<file path="src/include/prp_pkg.sv">
// Purpose: shared constants and types of the pattern register link
// Assumes: one command clock from the controller end
// Notes:   offsets are byte addresses of 32-bit words
package prp_pkg;

  // ----------------------------------------
  // link commands
  // ----------------------------------------
  typedef enum logic [3:0] {
    CMD_DES   = 4'h0,
    CMD_MRS   = 4'h1,
    CMD_RD    = 4'h2,
    CMD_RDA   = 4'h3,
    CMD_WR    = 4'h4,
    CMD_WRA   = 4'h5,
    CMD_REF   = 4'h6,
    CMD_RESET = 4'h7,
    CMD_ACT   = 4'h8,
    CMD_PRE   = 4'h9,
    CMD_PDE   = 4'ha,
    CMD_SRE   = 4'hb
  } prp_cmd_t;

  // ----------------------------------------
  // mode register fields
  // ----------------------------------------
  localparam logic [2:0] MR_PATTERN   = 3'h3;
  localparam int         PATTERN_BIT  = 2;
  localparam int         FORMAT_LSB   = 11;
  localparam int         PAGE_LSB     = 0;
  localparam int         FGR_LSB      = 6;
  localparam logic [1:0] FMT_SERIAL   = 2'h0;
  localparam logic [1:0] FMT_PARALLEL = 2'h1;
  localparam logic [1:0] FMT_STAGGER  = 2'h2;
  localparam logic [1:0] REFSTAT_SUB  = 2'h0;
  localparam logic [1:0] REFSTAT_1X   = 2'h1;
  localparam logic [1:0] REFSTAT_2X   = 2'h2;
  localparam logic [6:0] CL_BASE      = 7'h09;
  localparam logic [2:0] LAST_UI      = 3'h7;
  localparam logic [7:0] PAGE0_DEFAULT [4] = '{8'h55, 8'h33, 8'h0f, 8'h00};

  // ----------------------------------------
  // timing
  // ----------------------------------------
  localparam int MCLK_NS     = 100;
  localparam int LINK_CK_NS  = 800;
  localparam int CK_HALF_CYC = LINK_CK_NS / (2 * MCLK_NS);
  localparam int T_RFC_NS    = 350;
  localparam int RFC_CYC     = (T_RFC_NS + MCLK_NS - 1) / MCLK_NS;

  // ----------------------------------------
  // controller registers
  // ----------------------------------------
  localparam logic [7:0] REG_CMD      = 8'h00;
  localparam logic [7:0] REG_STATUS   = 8'h04;
  localparam logic [7:0] REG_RDATA    = 8'h08;
  localparam int         CMD_BA_LSB   = 18;
  localparam int         CMD_BG_LSB   = 20;
  localparam int         CMD_CODE_LSB = 24;
  localparam int         ST_BUSY      = 0;
  localparam int         ST_MODE      = 1;
  localparam int         ST_REFUSED   = 2;
  localparam int         ST_RVALID    = 3;

endpackage : prp_pkg

</file>
<file path="src/include/prp_link_if.sv">
// Purpose: command and read data link between controller and device
// Assumes: ck made by the controller end
// Notes:   all signals one way; no wire resolution needed
`timescale 1ns/1ns
interface prp_link_if;
  logic                ck;
  prp_pkg::prp_cmd_t   cmd;
  logic [17:0]         addr;
  logic [1:0]          ba;
  logic [1:0]          bg;
  logic                act_n;
  logic                par;
  logic [7:0]          rdq;
  logic                rdq_valid;

  modport ctrl (output ck, cmd, addr, ba, bg, act_n, par, input rdq, rdq_valid);
  modport dram (input ck, cmd, addr, ba, bg, act_n, par, output rdq, rdq_valid);
endinterface : prp_link_if

</file>
<file path="src/design/prp_dram_end.sv">
// Purpose: device end of the pattern register access mode
// Assumes: link signals change away from the rising link clock edge
// Notes:   link clock sampled by MCLK; one beat per link rising edge
//
// Operation
// - four pages of four 8-bit locations
// - page 0 any format, others serial
// - page 3 location 3 low nibble activate limit
// - no data inversion on pattern reads
// - mode register 3 bit 2 enables mode
// - controller issues only the allowed commands
// - read/write with precharge act as plain
// - no power-down or self refresh in mode
// - 1x refresh only, wait refresh cycle time
// - finish sequences before any refresh command
// - bits 12:11 select readout format
// - bits 1:0 select accessed page
// - location bit 7 is A7 and UI0
// - page 0 writable with fixed default patterns
// - refresh rate status field at bits 4:3
// - bank address selects the location read
// - page 0 writes kept until re-initialisation
// - data bursts after additive plus CAS latency
//
// The address map and the APB interface to the registers are this design's own decisions.
`timescale 1ns/1ns
module prp_dram_end
  import prp_pkg::*;
#(
  parameter logic [3:0] ACT_LIMIT   = 4'h0,
  parameter logic       HARD_REPAIR = 1'b0,
  parameter logic       SOFT_REPAIR = 1'b0
)
(
  input  wire logic       MCLK,
  input  wire logic       RST,
  input  wire logic       CE,
  input  wire logic       CRC_ERROR,
  input  wire logic [2:0] CHIP_ID,
  prp_link_if.dram        LINK,
  output logic            MODE_ON,
  output logic            PARITY_ERROR
);

  typedef enum logic [2:0] {
    ST_IDLE  = 3'b001,
    ST_WAIT  = 3'b010,
    ST_BURST = 3'b100
  } prp_dev_state_t;

  // ----------------------------------------
  // input synchronisers
  // ----------------------------------------
  logic [27:0]       link_m;
  logic [27:0]       link_s;
  logic              ck_m;
  logic              ck_s;
  logic              ck_d;
  logic              crc_m;
  logic              crc_s;
  logic [2:0]        id_m;
  logic [2:0]        id_s;

  always_ff @(posedge MCLK)
  begin
    if (RST)
    begin
      link_m <= '0;
      link_s <= '0;
      ck_m   <= 1'b0;
      ck_s   <= 1'b0;
      ck_d   <= 1'b0;
      crc_m  <= 1'b0;
      crc_s  <= 1'b0;
      id_m   <= '0;
      id_s   <= '0;
    end
    else if (CE)
    begin
      link_m <= {LINK.cmd, LINK.addr, LINK.ba, LINK.bg, LINK.act_n, LINK.par};
      link_s <= link_m;
      ck_m   <= LINK.ck;
      ck_s   <= ck_m;
      ck_d   <= ck_s;
      crc_m  <= CRC_ERROR;
      crc_s  <= crc_m;
      id_m   <= CHIP_ID;
      id_s   <= id_m;
    end
  end

  // ----------------------------------------
  // command decode
  // ----------------------------------------
  prp_cmd_t          cmd_s;
  logic [17:0]       addr_s;
  logic [1:0]        ba_s;
  logic [1:0]        bg_s;
  logic              act_n_s;
  logic              par_s;
  logic              rise;
  logic              is_rd;
  logic              is_wr;
  logic              is_mrs;
  logic              is_reset;
  logic              par_bad;
  logic [2:0]        mr_idx;

  assign cmd_s    = prp_cmd_t'(link_s[27:24]);
  assign addr_s   = link_s[23:6];
  assign ba_s     = link_s[5:4];
  assign bg_s     = link_s[3:2];
  assign act_n_s  = link_s[1];
  assign par_s    = link_s[0];
  assign rise     = ck_s & ~ck_d;
  assign is_rd    = rise & MODE_ON & (cmd_s == CMD_RD || cmd_s == CMD_RDA);
  assign is_wr    = rise & MODE_ON & (cmd_s == CMD_WR || cmd_s == CMD_WRA);
  assign is_mrs   = rise & (cmd_s == CMD_MRS);
  assign is_reset = rise & (cmd_s == CMD_RESET);
  assign par_bad  = rise & (cmd_s != CMD_DES) &
                    (par_s != ^{addr_s, ba_s, bg_s, act_n_s});
  assign mr_idx   = {bg_s[0], ba_s};

  // ----------------------------------------
  // mode registers
  // ----------------------------------------
  logic [13:0]       mode_reg [0:7];
  logic [1:0]        page;
  logic [1:0]        fmt;

  always_ff @(posedge MCLK)
  begin
    if (RST)
    begin
      for (int i = 0; i < 8; i++)
        mode_reg[i] <= '0;
    end
    else if (CE && is_reset)
    begin
      for (int i = 0; i < 8; i++)
        mode_reg[i] <= '0;
    end
    else if (CE && is_mrs)
      mode_reg[mr_idx] <= addr_s[13:0];
  end

  always_ff @(posedge MCLK)
  begin
    if (RST)
    begin
      MODE_ON <= 1'b0;
      page    <= 2'h0;
      fmt     <= FMT_SERIAL;
    end
    else if (CE && is_reset)
    begin
      MODE_ON <= 1'b0;
      page    <= 2'h0;
      fmt     <= FMT_SERIAL;
    end
    else if (CE && is_mrs && mr_idx == MR_PATTERN)
    begin
      MODE_ON <= addr_s[PATTERN_BIT];
      page    <= addr_s[PAGE_LSB +: 2];
      fmt     <= addr_s[FORMAT_LSB +: 2];
    end
  end

  // ----------------------------------------
  // page 0 pattern storage
  // ----------------------------------------
  logic [7:0]        page0 [0:3];

  always_ff @(posedge MCLK)
  begin
    if (RST)
    begin
      for (int i = 0; i < 4; i++)
        page0[i] <= PAGE0_DEFAULT[i];
    end
    else if (CE && is_reset)
    begin
      for (int i = 0; i < 4; i++)
        page0[i] <= PAGE0_DEFAULT[i];
    end
    else if (CE && is_wr && page == 2'h0)
      page0[ba_s] <= addr_s[7:0];
  end

  // ----------------------------------------
  // error log
  // ----------------------------------------
  logic [17:0]       log_addr;
  logic [5:0]        log_ctl;
  logic [2:0]        log_cid;
  logic              crc_err;

  // only the first failing command is kept
  always_ff @(posedge MCLK)
  begin
    if (RST)
    begin
      log_addr <= '0;
      log_ctl  <= '0;
      log_cid  <= '0;
    end
    else if (CE && par_bad && !PARITY_ERROR)
    begin
      log_addr <= addr_s;
      log_ctl  <= {par_s, act_n_s, bg_s, ba_s};
      log_cid  <= id_s;
    end
  end

  // set wins over clear
  always_ff @(posedge MCLK)
  begin
    if (RST)
    begin
      PARITY_ERROR <= 1'b0;
      crc_err      <= 1'b0;
    end
    else if (CE)
    begin
      PARITY_ERROR <= par_bad | (PARITY_ERROR & ~is_reset);
      crc_err      <= crc_s | (crc_err & ~is_reset);
    end
  end

  // ----------------------------------------
  // page contents
  // ----------------------------------------
  logic [3:0][7:0]   page_word;
  logic [1:0]        refstat;
  logic [1:0]        fmt_eff;

  always_comb
  begin
    case (mode_reg[MR_PATTERN][FGR_LSB +: 3])
      3'h0:    refstat = REFSTAT_1X;
      3'h1:    refstat = REFSTAT_2X;
      default: refstat = REFSTAT_SUB;
    endcase
  end

  always_comb
  begin
    case (page)
      2'h0:
      begin
        for (int i = 0; i < 4; i++)
          page_word[i] = page0[i];
      end
      2'h1:
      begin
        page_word[0] = log_addr[7:0];
        page_word[1] = log_addr[15:8];
        page_word[2] = {log_ctl, log_addr[17:16]};
        page_word[3] = {crc_err, PARITY_ERROR, mode_reg[5][2:0], log_cid};
      end
      2'h2:
      begin
        page_word[0] = {HARD_REPAIR, SOFT_REPAIR, 1'b0, refstat,
                        1'b0, mode_reg[2][10:9]};
        page_word[1] = {mode_reg[6][6], mode_reg[6][5:0], mode_reg[3][3]};
        page_word[2] = {mode_reg[0][6:4], mode_reg[0][2], mode_reg[0][12],
                        mode_reg[2][5:3]};
        page_word[3] = {mode_reg[1][10:8], mode_reg[5][8:6], mode_reg[2][2:1]};
      end
      default:
      begin
        page_word[0] = 8'h00;
        page_word[1] = 8'h00;
        page_word[2] = 8'h00;
        page_word[3] = {4'h0, ACT_LIMIT};
      end
    endcase
  end

  // pages 1 to 3 and the reserved code fall back to serial
  assign fmt_eff = (page != 2'h0 || fmt == 2'h3) ? FMT_SERIAL : fmt;

  // ----------------------------------------
  // read latency and burst
  // ----------------------------------------
  prp_dev_state_t    state;
  logic [6:0]        lat_cnt;
  logic [6:0]        cl;
  logic [6:0]        rl;
  logic [2:0]        ui;
  logic [2:0]        next_ui;
  logic [1:0]        rd_loc;
  logic [7:0]        lane_next;

  assign cl = CL_BASE + 7'({mode_reg[0][12], mode_reg[0][6:4], mode_reg[0][2]});
  assign rl = (mode_reg[1][4:3] == 2'h1) ? cl + cl - 7'h01 :
              (mode_reg[1][4:3] == 2'h2) ? cl + cl - 7'h02 : cl;
  assign next_ui = (state == ST_WAIT) ? 3'h0 : ui + 3'h1;

  prp_lane_map i_prp_lane_map (
    .words (page_word),
    .loc   (rd_loc),
    .fmt   (fmt_eff),
    .ui    (next_ui),
    .lanes (lane_next)
  );

  always_ff @(posedge MCLK)
  begin
    if (RST)
    begin
      state          <= ST_IDLE;
      lat_cnt        <= '0;
      ui             <= '0;
      rd_loc         <= '0;
      LINK.rdq       <= '0;
      LINK.rdq_valid <= 1'b0;
    end
    else if (CE && is_reset)
    begin
      state          <= ST_IDLE;
      LINK.rdq       <= '0;
      LINK.rdq_valid <= 1'b0;
    end
    else if (CE && rise)
    begin
      case (state)
        ST_IDLE:
        begin
          if (is_rd)
          begin
            lat_cnt <= rl;
            rd_loc  <= ba_s;
            state   <= ST_WAIT;
          end
        end
        ST_WAIT:
        begin
          if (lat_cnt == 7'h01)
          begin
            state          <= ST_BURST;
            ui             <= 3'h0;
            LINK.rdq       <= lane_next;
            LINK.rdq_valid <= 1'b1;
          end
          else
            lat_cnt <= lat_cnt - 7'h01;
        end
        ST_BURST:
        begin
          if (ui == LAST_UI)
          begin
            state          <= ST_IDLE;
            LINK.rdq       <= '0;
            LINK.rdq_valid <= 1'b0;
          end
          else
          begin
            ui       <= next_ui;
            LINK.rdq <= lane_next;
          end
        end
        default:
          state <= ST_IDLE;
      endcase
    end
  end

endmodule : prp_dram_end

</file>
<file path="src/design/prp_lane_map.sv">
// Purpose: picks the lane bits of one burst beat
// Assumes: bit 7 of a location goes out first
// Notes:   purely combinational
`timescale 1ns/1ns
module prp_lane_map
  import prp_pkg::*;
(
  input  wire logic [3:0][7:0] words,
  input  wire logic [1:0]      loc,
  input  wire logic [1:0]      fmt,
  input  wire logic [2:0]      ui,
  output logic      [7:0]      lanes
);

  genvar g;
  generate
    for (g = 0; g < 8; g++)
    begin : g_lane
      logic [1:0] stag_loc;
      assign stag_loc = loc + 2'(g);
      // ~ui picks bit 7 at beat 0
      assign lanes[g] = (fmt == FMT_PARALLEL) ? words[loc][7 - g] :
                        (fmt == FMT_STAGGER)  ? words[stag_loc][~ui] :
                                                words[loc][~ui];
    end
  endgenerate

endmodule : prp_lane_map

</file>
<file path="src/flat_wrapper.sv">
// flat-port wrapper written by rule: the top's interface ports become plain ports
module prp_dram_end_flat import prp_pkg::*;
#(
  parameter logic [3:0] ACT_LIMIT   = 4'h0,
  parameter logic       HARD_REPAIR = 1'b0,
  parameter logic       SOFT_REPAIR = 1'b0
)
  (MCLK, RST, CE, CRC_ERROR, CHIP_ID, MODE_ON, PARITY_ERROR, LINK_ck, LINK_cmd, LINK_addr, LINK_ba, LINK_bg, LINK_act_n, LINK_par, LINK_rdq, LINK_rdq_valid);
  prp_link_if LINK_i ();
  input  wire logic MCLK;
  input  wire logic RST;
  input  wire logic CE;
  input  wire logic CRC_ERROR;
  input  wire logic [2:0] CHIP_ID;
  output logic MODE_ON;
  output logic PARITY_ERROR;
  input wire logic [$bits(LINK_i.ck)-1:0] LINK_ck;
  input wire logic [$bits(LINK_i.cmd)-1:0] LINK_cmd;
  input wire logic [$bits(LINK_i.addr)-1:0] LINK_addr;
  input wire logic [$bits(LINK_i.ba)-1:0] LINK_ba;
  input wire logic [$bits(LINK_i.bg)-1:0] LINK_bg;
  input wire logic [$bits(LINK_i.act_n)-1:0] LINK_act_n;
  input wire logic [$bits(LINK_i.par)-1:0] LINK_par;
  output wire logic [$bits(LINK_i.rdq)-1:0] LINK_rdq;
  output wire logic [$bits(LINK_i.rdq_valid)-1:0] LINK_rdq_valid;
  assign LINK_i.ck = LINK_ck;
  assign LINK_i.cmd = LINK_cmd;
  assign LINK_i.addr = LINK_addr;
  assign LINK_i.ba = LINK_ba;
  assign LINK_i.bg = LINK_bg;
  assign LINK_i.act_n = LINK_act_n;
  assign LINK_i.par = LINK_par;
  assign LINK_rdq = LINK_i.rdq;
  assign LINK_rdq_valid = LINK_i.rdq_valid;
  prp_dram_end #(.ACT_LIMIT(ACT_LIMIT), .HARD_REPAIR(HARD_REPAIR), .SOFT_REPAIR(SOFT_REPAIR)) u_core (.MCLK(MCLK), .RST(RST), .CE(CE), .CRC_ERROR(CRC_ERROR), .CHIP_ID(CHIP_ID), .LINK(LINK_i), .MODE_ON(MODE_ON), .PARITY_ERROR(PARITY_ERROR));
endmodule
</file>
<file path="config.mk">
export PLATFORM = sky130hd
export DESIGN_NAME = prp_dram_end_flat
export DESIGN_NICKNAME = d
export VERILOG_FILES = /design/src/include/prp_pkg.sv /design/src/include/prp_link_if.sv /design/src/design/prp_dram_end.sv /design/src/design/prp_lane_map.sv /design/src/flat_wrapper.sv
export SDC_FILE = /design/constraint.sdc
export NUM_CORES = 1
export LEC_CHECK = 0
export ABC_AREA = 1
export BUFFER_PORTS_ARGS = -buffer_cell sky130_fd_sc_hd__buf_4
export CAP_MARGIN = 20
export CORE_UTILIZATION = 46
export DETAILED_ROUTE_END_ITERATION = 10
export PLACE_DENSITY_LB_ADDON = 0.1
export SETUP_SLACK_MARGIN = 0.4
export SYNTH_ARGS = -nofsm -noshare
export SYNTH_HDL_FRONTEND = slang
export SYNTH_HIERARCHICAL = 1
export SYNTH_SLANG_ARGS = --single-unit
</file>
<file path="constraint.sdc">
create_clock -name MCLK -period 2.03 [get_ports MCLK]
set_input_delay 0.406 -clock MCLK [delete_from_list [all_inputs] [get_ports MCLK]]
set_output_delay 0.406 -clock MCLK [all_outputs]
set_load 0.1 [all_outputs]
</file>
Word-level counts from Yosys, hierarchy flattened
Memories as Yosys holds them, arrays and structs flattened.
Cells that the tools add are included.
Storage, ports and cells
  flip-flop bits (word level): 125
  RAM bits: 144
  input port bits: 36
  output and inout bits: 11
  word-level logic and storage cells: 201
  memories kept: 2
Operators by class
  $add $sub $neg: 9
  order comparisons: 5
  eq/ne operators: 26
  muxes and demuxes: 80
  bitwise operators: 28
  reductions and logical operators: 28
Memories
  u_core.mode_reg: depth 8, bits a word 14, rd ports 6, clocked after memory_dff 0, write ports 8, RTL line prp_dram_end.sv:127  | logic [13:0] mode_reg [0:7];
  u_core.page0: depth 4, bits a word 8, rd ports 4, clocked after memory_dff 0, write ports 4, RTL line prp_dram_end.sv:172  | logic [7:0] page0 [0:3];
Operators by type and width (number)
  14-bit 2-to-1 mux: 9
  32-bit one-hot mux with 3 select lines: 1
  8-bit 2-to-1 mux: 11
  8-bit binary-select mux with 2-bit select: 4
  1-bit 2-to-1 mux: 32
  7-bit 2-to-1 mux: 4
  23-bit XOR reduction: 1
  3-bit 2-to-1 mux: 7
  8-bit one-hot mux with 2 select lines: 1
  1-bit bitwise OR: 14
  7-bit one-hot mux with 2 select lines: 1
  14-bit OR reduction: 1
  7-bit by 1-bit subtractor with 7-bit output (second input constant): 2
  1-bit binary-select mux with 3-bit select: 4
  4-bit by 3-bit equality test with 1-bit output (second input constant): 3
  2-bit by 3-bit < comparator with 1-bit output (second input constant): 4
  4-bit AND reduction: 3
  1-bit AND: 10
  5-bit AND reduction: 2
  3-bit one-hot mux with 3 select lines: 1
  2-bit equality test (second input constant): 4
  4-bit by 2-bit equality test with 1-bit output (second input constant): 2
  1-bit logical AND: 8
  8-bit OR reduction: 1
  30 further kinds: 46

Longest topological paths before layout
Gate-level depths: netlist (run 1).
  depth after elaboration: 12
  gate-level depth with buffers: 18

Hierarchy
Netlist (run 1), hierarchy kept.
Modules (own cells, without submodules)
  prp_dram_end: times used 1, cells an instance 1099, area each 8500.7 um^2
  prp_lane_map: times used 1, cells an instance 266, area each 1282.5 um^2

Worst setup path after synthesis (run 1)
No wires, ideal clock.
  path type: register to register
  start point: reg u_core.MODE_ON
  end point: mem u_core.page0[3][0], enable pin
  library setup time: 0.329 ns
  arrival: 2.028 ns
  setup slack: -0.327 ns
  stages on the path, launching flop included: 9
  buffers on the path: 0
  cell sequence: dfxtp_1 -> inv_1 -> nor2_1 -> nand3_1 -> nor3_1 -> nand2_1 -> inv_1 -> nand3_1 -> nand2_1
RTL lines
  start, declared: RTL line prp_dram_end.sv:41  | output logic MODE_ON,
  start signal, assigned: RTL line prp_dram_end.sv:163  | MODE_ON <= addr_s[PATTERN_BIT];
  end, declared: RTL line prp_dram_end.sv:172

==> results of run 1 <==
[metrics by stage]
step / instance area [um2] / worst slack (ps) / setup TNS (ps)
2_1_floorplan: 10000 / 91.6 / 0
3_3_place_gp: 11000 / -157 / -1590
3_5_place_dp: 11000 / -206 / -2490
4_1_cts: 12200 / -181 / -979
5_1_grt: 13200 / -414 / -2940
6_report: 13200 / -255 / -1640
[worst min-delay path by stage]
stage | from | to | slack, ps | depth (start not counted)
floorplan | u_core/crc_s | u_core/crc_s | 440 | 2
global placement | u_core/LINK.rdq[4] | u_core/LINK.rdq[4] | 450 | 2
detailed placement | u_core/LINK.rdq[5] | u_core/LINK.rdq[5] | 450 | 2
CTS | LINK_cmd[2] | u_core/link_m[26] | 170 | 3
global route | LINK_addr[10] | u_core/link_m[16] | 180 | 3
finish | LINK_cmd[2] | u_core/link_m[26] | 180 | 3
[routing by layer]
layer / share of wire (%) / routed length, um / GRT usage, % / vias up
met2: 48 / 14200 / 43.2 / 296
met4: 2.4 / 715 / 8.92 / 0
met1: 44 / 13000 / 36.3 / 4399
met5: 0 / 0 / 0 / -
li1: - / - / - / 4713
met3: 5.5 / 1640 / 3.61 / 47
[final cells by class]
class                   instances  share of cell area (%)
clock buffers                  17                    3.21
clock inverters                15                    1.13
inverters                     141                    4.40
multi-input cells             967                    41.2
flip-flops and latches        191                    34.5
well taps                     270                    2.55
repair buffers                183                    13.0
[critical path, stage by stage (launching register included)]
cell and delay [ps]:
dfxtp_2 320, buf_6 110, nor2_4 130, inv_4 70
buf_12 130, buf_16 130, o211ai_1 260, buf_4 160
o21ai_0 140, nand2_1 110, nand3_1 70, nand3_1 80
nand3_1 70, nand2_1 60, nand2_1 60, nand3_1 90
nand2_1 80, a21oi_2 150
[cell families after synthesis]
kind of cell | Yosys count | share of synthesized area [%]
flip-flops | 191 | 45.8
adder cells (fa/ha/maj) | 5 | 0.639
AND/OR/NAND/NOR | 762 | 32.4
buffers and inverters | 207 | 9.45
XOR/XNOR | 7 | 0.627
AO/OA/AOI/OAI | 193 | 11.0
[cells in the final DEF, fill, tap and decap left out, types with 14 or more instances in the layout]
cell       Yosys  layout
a21oi_1       46      41
buf_4          2     148
buf_6         13      14
clkbuf_16      0      20
dfxtp_1      125      90
dfxtp_2        0      18
dfxtp_4        0      17
edfxtp_1      66      66
inv_1        127      96
inv_2         12      31
nand2_1      370     272
nand2_2        6      80
nand2_4        2      20
nand3_1      130      93
nand3_2        5      39
nor2_1       226     170
nor2_2         3      27
nor2_4         0      32
o211ai_1      28      28
o21ai_0      101      88
[what timing repair did]
item / 4_1_cts / 5_1_grt
resized for setup: 151 / 231
gates cloned: 3 / 5
hold buffers: 0 / 0
buffers inserted: 18 / 21
setup endpoints to repair: 188 / 185
pin swaps: 56 / 102
[power by group]
| group | total, mW | internal (mW) | switching (mW) |
|---|---|---|---|
| Combinational | 1.11 | 0.416 | 0.695 |
| Clock | 3.25 | 1.64 | 1.61 |
| Sequential | 4.20 | 4.09 | 0.103 |
| Total | 8.55 | 6.15 | 2.41 |
==> key figures, run 1 <==
Floorplan
  – Die H: 148 um
  – Placeable Area: 20600 um2
  – Initial Util: 47.6%
  – Row count: 52
  – I/O Pins: 47
  – DIE AREA: 21900 um2
  – Width of the die: 148 um

Logic synthesis
  – Netlist cell types: 41
  – Biggest area consumer among synthesized cells: dfxtp_1
  – Post-synth top cells: 370 x nand2_1, 226 x nor2_1, 130 x nand3_1
  – FFs w/ async S/R, synth: 0%
  – Yosys warning count: 6
  – Post-Synthesis Cells: 1365
  – Share of the synthesized area in the top cell type: 25.6%
  – Most common cell in the netlist: nand2_1
  – Post-Syn Area per Cell: 7.17 um2
  – Synthesized flop and latch total: 191
  – Mapped Nets: 1406
  – Synth area leaders: dfxtp_1 26%, edfxtp_1 20%, nand2_1 14%
  – Post-synthesis cell area: 9780 um2
  – Post-synth EDFFs: 66
  – Dominant synthesized flop cell: dfxtp_1
  – Register area share after synthesis: 45.8%

Timing
  – Max-slew violation count: 0
  – Period utilization: 113%
  – Minimum clock period: 2280 ps
  – Worst slew pin tran: 463 ps
  – Final hold slack: 183 ps
  – Peak Freq: 0.438 GHz
  – Worst clock skew: 18.7 ps
  – Final setup viols: 8
  – Fin. Hold Viols: 0
  – Max_slew headroom: 69.0%
  – Worst setup margin: -255 ps
  – RSZ-0062 raised after global routing: yes

Route
  – DRT antenna net count: 0
  – Overall routed net length: 29.6 mm
  – Via density: 5.30
  – Iteration-0 DRC Markers: 627
  – DRC viols: 0
  – Drt first pass iters: 7
  – WL/cell: 16.6 um
  – Via count: 9455

Pwr
  – Leak: 5.67 nW
  – Pwr Total: 8.55 mW
  – Cell area power density: 646 nW/um2
  – Worst VDD drop: 673 uV

Placed design
  – Detailed Place HPWL: 20.2 mm
  – RePlAce Congestion: 0.941
  – Port Buf Inserts: 46
  – Cell count after placement: 1705

Setup path
  – CP Capture Type: register
  – Critical path data arrival time: 2650 ps
  – CP max FO: 6
  – FF-to-FF path depth: 17
  – Setup CP Type: reg2reg
  – Worst r2r src: u_core/page[1]
  – Setup crit start: u_core/page[1]
  – Startpoint Class: register
  – Worst EP required: 2400 ps
  – R2R Setup Slk: -250 ps
  – Critical Path End: u_core/LINK.rdq[3]
  – R2r endpoint: u_core/LINK.rdq[3]

Cells and area
  – Non-filler instance count after layout: 1784
  – Util after Layout: 64.4%
  – Antenna cells: 0
  – Layout cell share with drive strength beyond 1: 35.0%
  – Sequential cell area: 4570 um2
  – Nets: 1542
  – Area of the multi-input gates: 5450 um2
  – Fill cell count: 1796
  – Layout area overhead: 35.3%
  – Max FFs per register: 34

GRT
  – Pin count of the biggest net entering global routing: 94
  – Global-route wire length before repair: 45.0 mm
  – Tot GR Track Use: 26.5%
  – Vias in the first global route: 8538
  – Initial antenna violation count: 0
  – Grt ovf: 0

Run status
  – Failing checks: negative setup slack
  – Outcome: finished, violations left

Clock tree
  – Worst-Skew Late Latency: 440 ps
  – CTS Buf Count: 17
  – Root Driver: clkbuf_16
  – CTS tree: built
  – Clk buf depth: 2
  – Worst-path clk slew: 80 ps
  – Clock Sinks: 191
  – H-tree levels: 4

Flow run
  – MaxCap Viol Count: 0

Hold path
  – HP Class: in2reg
(Power assumes the default switching activity.)
==> inputs of run 2 (changes only) <==
Settings changed: ABC_AREA 1 to 0, CORE_MARGIN set to 10.
==> run 2 against run 1 <==
Against the previous run: the flow still finishes with violations (negative setup slack); flip-flop and latch count unchanged; utilization decreased by 2.1 points; die area rose by 31%; clock power increased by 2%; maximum frequency is 20% lower; sequential power decreased by 2%; critical endpoint unchanged; largest cell class unchanged.
==> key figures, run 2 <==
Run status
  – Outcome: finished, violations left
  – Failing checks: negative setup slack

Floorplan
  – DIE AREA: 28500 um2 (+31%)
  – Initial Util: 46.8% (-0.81 points)
  – Die H: 169 um (+14%)
  – I/O Pins: 47 (unchanged)
  – Placeable Area: 21800 um2 (+6.1%)
  – Row count: 54 (+3.8%)
  – Width of the die: 169 um (+14%)

Hold path
  – Hold Path Sink: u_core/link_m[3]
  – Min-Delay Path Depth: 3 (unchanged)
  – HP Start: LINK_bg[1]
  – HP Class: in2reg

Timing
  – Worst slew pin tran: 688 ps (+225 ps)
  – Peak Freq: 0.351 GHz (-20%)
  – Period utilization: 141% (+28 points)
  – Max-slew violation count: 0 (unchanged)
  – RSZ-0062 raised after global routing: yes
  – Worst setup margin: -823 ps (-568 ps)
  – Final setup viols: 94 (+86)
  – Minimum clock period: 2850 ps (+568 ps)
  – Worst clock skew: 14.6 ps (-4.07 ps)
  – Fin. Hold Viols: 0 (unchanged)
  – Max_slew headroom: 53.7% (-15 points)

Setup path
  – CP max-delay cell: mux4_2
  – CP max FO: 5 (-1)
  – CP top delay family: compound AO/OA/AOI/OAI gates
  – Largest stage delay, worst path: 520 ps (+200 ps)
  – Worst r2r src: u_core/page[0]
  – FF-to-FF path depth: 11 (-6)
  – Critical path data arrival time: 3180 ps (+530 ps)
  – Worst EP required: 2360 ps (-40 ps)
  – Startpoint Class: register
  – R2r endpoint: u_core/LINK.rdq[3]
  – CP Capture Type: register
  – R2R Setup Slk: -820 ps (-570 ps)
  – Critical path cell sequence: buf_12, buf_8, mux2i_2, o21ai_2, mux4_2, a32oi_2, o41ai_4, o211ai_1, nand4_1, a22oi_2, nor2_1
  – Setup CP Type: reg2reg
  – CP bufs+invs: 2 (-3)

Logic synthesis
  – Most common cell in the netlist: mux2i_1
  – Synthesized flop and latch total: 191 (unchanged)
  – Register area share after synthesis: 43.9% (-1.9 points)
  – Post-Synthesis Cells: 991 (-27%)
  – Netlist cell types: 72 (+76%)
  – Post-synth top cells: 144 x mux2i_1, 125 x dfxtp_1, 118 x nor2_1
  – Post-Syn Area per Cell: 10.3 um2 (+44%)
  – Share of the synthesized area in the top cell type: 24.5% (-1.1 points)
  – Yosys warning count: 6 (unchanged)
  – Dominant synthesized flop cell: dfxtp_1
  – Post-synth EDFFs: 66 (unchanged)
  – Synth area leaders: dfxtp_1 25%, edfxtp_1 19%, mux2i_1 14%
  – FFs w/ async S/R, synth: 0% (unchanged)
  – Biggest area consumer among synthesized cells: dfxtp_1
  – Post-synthesis cell area: 10200 um2 (+4.3%)
  – Mapped Nets: 1032 (-27%)

Route
  – Via count: 7941 (-16%)
  – WL/cell: 19.8 um (+19%)
  – Overall routed net length: 28.6 mm (-3.4%)
  – Drt first pass iters: 5 (-2)
  – DRT antenna net count: 0 (unchanged)
  – Via density: 5.49 (+3.5%)
  – DRC viols: 0 (unchanged)
  – Iteration-0 DRC Markers: 679 (+8.3%)

Clock tree
  – H-tree levels: 4 (unchanged)
  – Worst-Skew Late Latency: 450 ps (about the same)
  – Clk buf depth: 2 (unchanged)
  – Worst-path clk slew: 80 ps (about the same)
  – Clock Sinks: 191 (unchanged)
  – CTS tree: built
  – CTS Buf Count: 17 (unchanged)
  – Root Driver: clkbuf_16

GRT
  – Global-route wire length before repair: 44.0 mm (-2.3%)
  – Tot GR Track Use: 19.6% (-6.9 points)
  – Pin count of the biggest net entering global routing: 117 (+24%)
  – Initial antenna violation count: 0 (unchanged)
  – Grt ovf: 0 (unchanged)
  – Vias in the first global route: 7685 (-10%)

Pwr
  – Cell area power density: 597 nW/um2 (-7.6%)
  – Leak: 5.12 nW (-9.7%)
  – Worst VDD drop: 448 uV (-33%)

Cells and area
  – Antenna cells: 0 (unchanged)
  – Util after Layout: 62.2% (-2.1 points)
  – Most common cell after layout, fill and taps aside: buf_4
  – Layout area overhead: 33.1%
  – Sequential cell area: 4530 um2 (-0.96%)
  – Max FFs per register: 34 (unchanged)
  – Most frequent cells in the layout: 173 x buf_4, 131 x mux2i_1, 104 x nor2_1
  – Layout cell share with drive strength beyond 1: 38.6% (+3.6 points)
  – Post-route design area: 13600 um2 (+2.6%)
  – Fill cell count: 1755 (-2.3%)
  – Nets: 1195 (-23%)
  – Area of the multi-input gates: 6050 um2 (+11%)

Placed design
  – RePlAce Congestion: 0.867 (-7.9%)
  – Area of placed instances: 11800 um2 (+6.9%)
  – Detailed Place HPWL: 19.5 mm (-3.6%)
  – Port Buf Inserts: 46 (unchanged)

Flow run
  – MaxCap Viol Count: 0 (unchanged)
[run 2: cell count changes after synthesis, sizes merged, moves of 18 or more]
cell / previous run / this run
nand2: 378 / 62
a21oi: 46 / 17
and2: 0 / 57
nor2: 229 / 118
inv: 141 / 11
nand2b: 0 / 55
o21ai: 102 / 54
mux4: 0 / 29
nand3: 135 / 8
mux2i: 0 / 144
xnor2: 2 / 20
o211ai: 28 / 4
[run 2: timing repair]
| action | CTS | global route |
|---|---|---|
| setup buffers | 20 | 22 |
| hold buffers | 0 | 0 |
| setup endpoints to repair | 190 | 182 |
| resized for setup | 122 | 87 |
| pin swaps | 47 | 47 |
| gates cloned | 5 | 1 |
[run 2: cell families (layout without fill, tap and decap cells)]
group	after synthesis	count (layout)	share of synthesized area [%]
compound gates	120	120	7.53
xor+xnor	26	26	2.51
fa+ha+maj	6	6	0.711
buf+inv	89	265	4.41
flops	191	191	43.9
mux	178	178	21.2
simple gates	381	381	19.7
[run 2: tightest hold or removal path, stage by stage]
cell and delay (ps):
buf_4 70, mux2i_1 50, nor2_1 70
[run 2: metrics by stage]
stage	setup slack, ps	power [mW]	cells	hold WS (ps)	TNS [ps]
6_report	-823	8.11	1447	188	-13540
5_1_grt	-948	8.39	1447	184	-22390
4_1_cts	-663	8.14	1424	178	-10280
3_5_place_dp	-769	4.84	1367	459	-7870
3_3_place_gp	-663	4.83	1367	455	-7670
2_1_floorplan	-514	4.59	991	425	-3800
[run 2: how the worst max path moves through the flow]
stage | start | cells past startpoint | to | slack, ps
finish | u_core/page[0] | 11 | u_core/LINK.rdq[3] | -820
global route | u_core/page[0] | 11 | u_core/LINK.rdq[3] | -950
CTS | u_core/page[0] | 13 | u_core/LINK.rdq[5] | -660
detailed placement | u_core/page[0] | 11 | u_core/LINK.rdq[7] | -770
global placement | u_core/page[0] | 11 | u_core/LINK.rdq[7] | -660
floorplan | u_core/page[1] | 13 | u_core/LINK.rdq[7] | -510
[run 2: cell type report]
type	instances	area share [%]
multi-input cells	711	44.6
flip-flops and latches	191	33.3
well taps	280	2.58
clock buffers	18	3.16
inverters	11	0.304
repair buffers	222	15.0
clock inverters	14	1.05
[run 2: metal layers]
layer	global-route usage, %	part of all wire [%]	vias to the layer above
li1	-	-	3853
met1	26.3	45	3839
met2	31.2	48	213
met3	4.01	5.1	36
met4	5.60	1.7	0
met5	0	0	-
[run 2: where the power goes]
group | total [mW] | internal (mW) | leakage, nW | switching (mW)
sequential | 4.11 | 4.04 | 1.67 | 0.0677
clock | 3.31 | 1.64 | 0.283 | 1.67
combinational | 0.698 | 0.335 | 3.17 | 0.363
==> inputs of run 3 (changes only) <==
Settings changed: ABC_AREA 0 to 1.
==> run 3 against run 2 <==
Against the previous run: clock skew decreased by 3.7 ps; combinational power grew 78%; wire length rose by 10%; first-iteration DRC count grew 17%; via count up 23%; flip-flop and latch count unchanged; the run still ends with negative setup slack left; count of clock-buffer cells in the layout fell by 1; critical endpoint is now u_core/LINK.rdq[2].
==> key figures, run 3 (synthesis gave the netlist of run 1 again) <==
Run status
  – Outcome: finished, violations left
  – Failing checks: negative setup slack

Clock tree
  – CTS tree: built
  – H-tree levels: 4 (unchanged)
  – Worst-Skew Late Latency: 440 ps (about the same)
  – Worst-path clk slew: 80 ps (about the same)
  – CTS Buf Count: 17 (unchanged)
  – Clock Sinks: 191 (unchanged)
  – Root Driver: clkbuf_16
  – Clk buf depth: 2 (unchanged)
  – CTS hold repair buffers: 0 (unchanged)

Floorplan
  – Row count: 53 (-1.9%)
  – Placeable Area: 21000 um2 (-4.0%)
  – I/O Pins: 47 (unchanged)
  – Initial Util: 46.7% (-0.086 points)
  – Die H: 166 um (-1.8%)
  – Width of the die: 166 um (-1.8%)
  – DIE AREA: 27500 um2 (-3.7%)

Timing
  – Fin. Hold Viols: 0 (unchanged)
  – Worst clock skew: 10.9 ps (-3.70 ps)
  – Worst slew pin tran: 694 ps (+6.00 ps)
  – Worst setup margin: -293 ps (+530 ps)
  – Final setup viols: 26 (-72%)
  – Max_slew headroom: 53.6% (-0.15 points)
  – Setup TNS: -2560 ps (+10980 ps)
  – RSZ-0062 raised after global routing: yes
  – Max-slew violation count: 0 (unchanged)
  – Peak Freq: 0.431 GHz (+23%)
  – Period utilization: 114% (-26 points)
  – Minimum clock period: 2320 ps (-530 ps)

Setup path
  – Setup crit start: u_core/page[1]
  – Largest stage delay, worst path: 340 ps (-180 ps)
  – CP max-delay cell: dfxtp_2
  – Startpoint Class: register
  – Setup CP Type: reg2reg
  – Worst EP required: 2400 ps (+40 ps)
  – Critical path data arrival time: 2690 ps (-490 ps)
  – Top cell by count, worst path: nand2_1
  – Worst r2r src: u_core/page[1]
  – CP Capture Type: register
  – Critical path cell sequence: buf_6, nor2_4, inv_4, buf_6, buf_6, o211ai_1, nand2_1, nand3_2, nand3_1, nand2_2, nand2_2, nand3_2, nand2_1, nand2_1, nand3_2, nand2_1, nand2_1, a21oi_1
  – CP max FO: 7 (+2)

Route
  – Via count: 9771 (+23%)
  – Overall routed net length: 31.5 mm (+10%)
  – WL/cell: 17.1 um (-14%)
  – DRT antenna net count: 0 (unchanged)
  – Via density: 5.30 (-3.5%)
  – Drt first pass iters: 7 (+2)
  – DRC viols: 0 (unchanged)
  – Iteration-0 DRC Markers: 794 (+17%)

Cells and area
  – Layout cell share with drive strength beyond 1: 37.2% (-1.4 points)
  – Layout area overhead: 41.9%
  – Fill cell count: 1770 (+0.85%)
  – Antenna cells: 0 (unchanged)
  – Nets: 1598 (+34%)
  – Most frequent cells in the layout: 287 x nand2_1, 168 x buf_4, 153 x nor2_1
  – Max FFs per register: 34 (unchanged)
  – Most common cell after layout, fill and taps aside: nand2_1

Pwr
  – Cell area power density: 629 nW/um2 (+5.3%)
  – Worst VDD drop: 567 uV (+27%)
  – Leak: 5.91 nW (+15%)
  – Pwr Total: 8.73 mW (+7.6%)

GRT
  – Tot GR Track Use: 21.8% (+2.2 points)
  – Grt ovf: 0 (unchanged)
  – Initial antenna violation count: 0 (unchanged)
  – Pin count of the biggest net entering global routing: 94 (-20%)
  – Vias in the first global route: 9311 (+21%)
  – Global-route wire length before repair: 49.0 mm (+11%)

Hold path
  – HP Start: LINK_addr[1]
  – HP Class: in2reg

Placed design
  – Pre-CTS WS: -255 ps (+514 ps)
  – Detailed Place HPWL: 21.3 mm (+9.3%)
  – RePlAce Congestion: 0.929 (+7.1%)
  – Port Buf Inserts: 46 (unchanged)

Flow run
  – MaxCap Viol Count: 0 (unchanged)
-- run 3: cell types whose count changed in the layout (fill, tap and decap cells not counted), moves of 35 or more --
cell      change
nor2_1       +49
nand2_1     +231
inv_1        +93
o21ai_0      +64
nand2_2      +59
nor2_4       +35
nand3_1      +89
and2_1       -43
nand2b_1     -48
mux2i_1     -131
-- run 3: layout make-up --
cell class / count / area [um2] / share of cell area (%)
Tap cell: 275 / 344 / 2.48
Timing Repair Buffer: 237 / 2160 / 15.6
Sequential cell: 191 / 4570 / 32.9
Multi-Input combinational cell: 969 / 5640 / 40.6
Clock inverter: 15 / 154 / 1.11
Clock buffer: 17 / 425 / 3.06
Inverter: 141 / 587 / 4.23
-- run 3: critical path: cells and delay by family (launching register included) --
family,cells,cell delay [ps]
flops,1,340
simple gates,12,1080
compound gates,2,380
buf+inv,4,440
-- run 3: worst paths after layout --
check | end | slack (ps) | cells after the start
hold reg to reg | u_core/crc_s | 470 | 2
hold / removal | u_core/link_m[7] | 180 | 3
setup reg to reg | u_core/LINK.rdq[2] | -290 | 18
setup / recovery | u_core/LINK.rdq[2] | -290 | 18
-- run 3: repair_timing --
action	CTS	global route
gates resized for setup	254	197
setup endpoints to repair	188	174
setup buffers	64	24
pin swaps	68	76
gates cloned	8	0
-- run 3: through the flow --
stage          instances  util, %  hold slack [ps]  cell area [um2]
2_1_floorplan       1365        -              435            10000
3_3_place_gp        1717     52.8              445            11100
3_5_place_dp        1717     52.8              454            11100
4_1_cts             1821     62.3              166            13000
5_1_grt             1845     66.2              169            13900
6_report            1845     66.2              180            13900
-- run 3: report_power, final --
group | switching (mW) | internal (mW)
registers | 0.105 | 4.09
logic | 0.749 | 0.494
clock network | 1.65 | 1.63
total | 2.51 | 6.22
-- run 3: metal layers --
| layer | vias up | GRT usage, % | wire [um] |
|---|---|---|---|
| li1 | 4835 | - | - |
| met1 | 4570 | 27.4 | 13400 |
| met2 | 295 | 35.8 | 15200 |
| met3 | 71 | 4.50 | 1760 |
| met4 | 0 | 8.44 | 1020 |
| met5 | - | 0 | 0 |
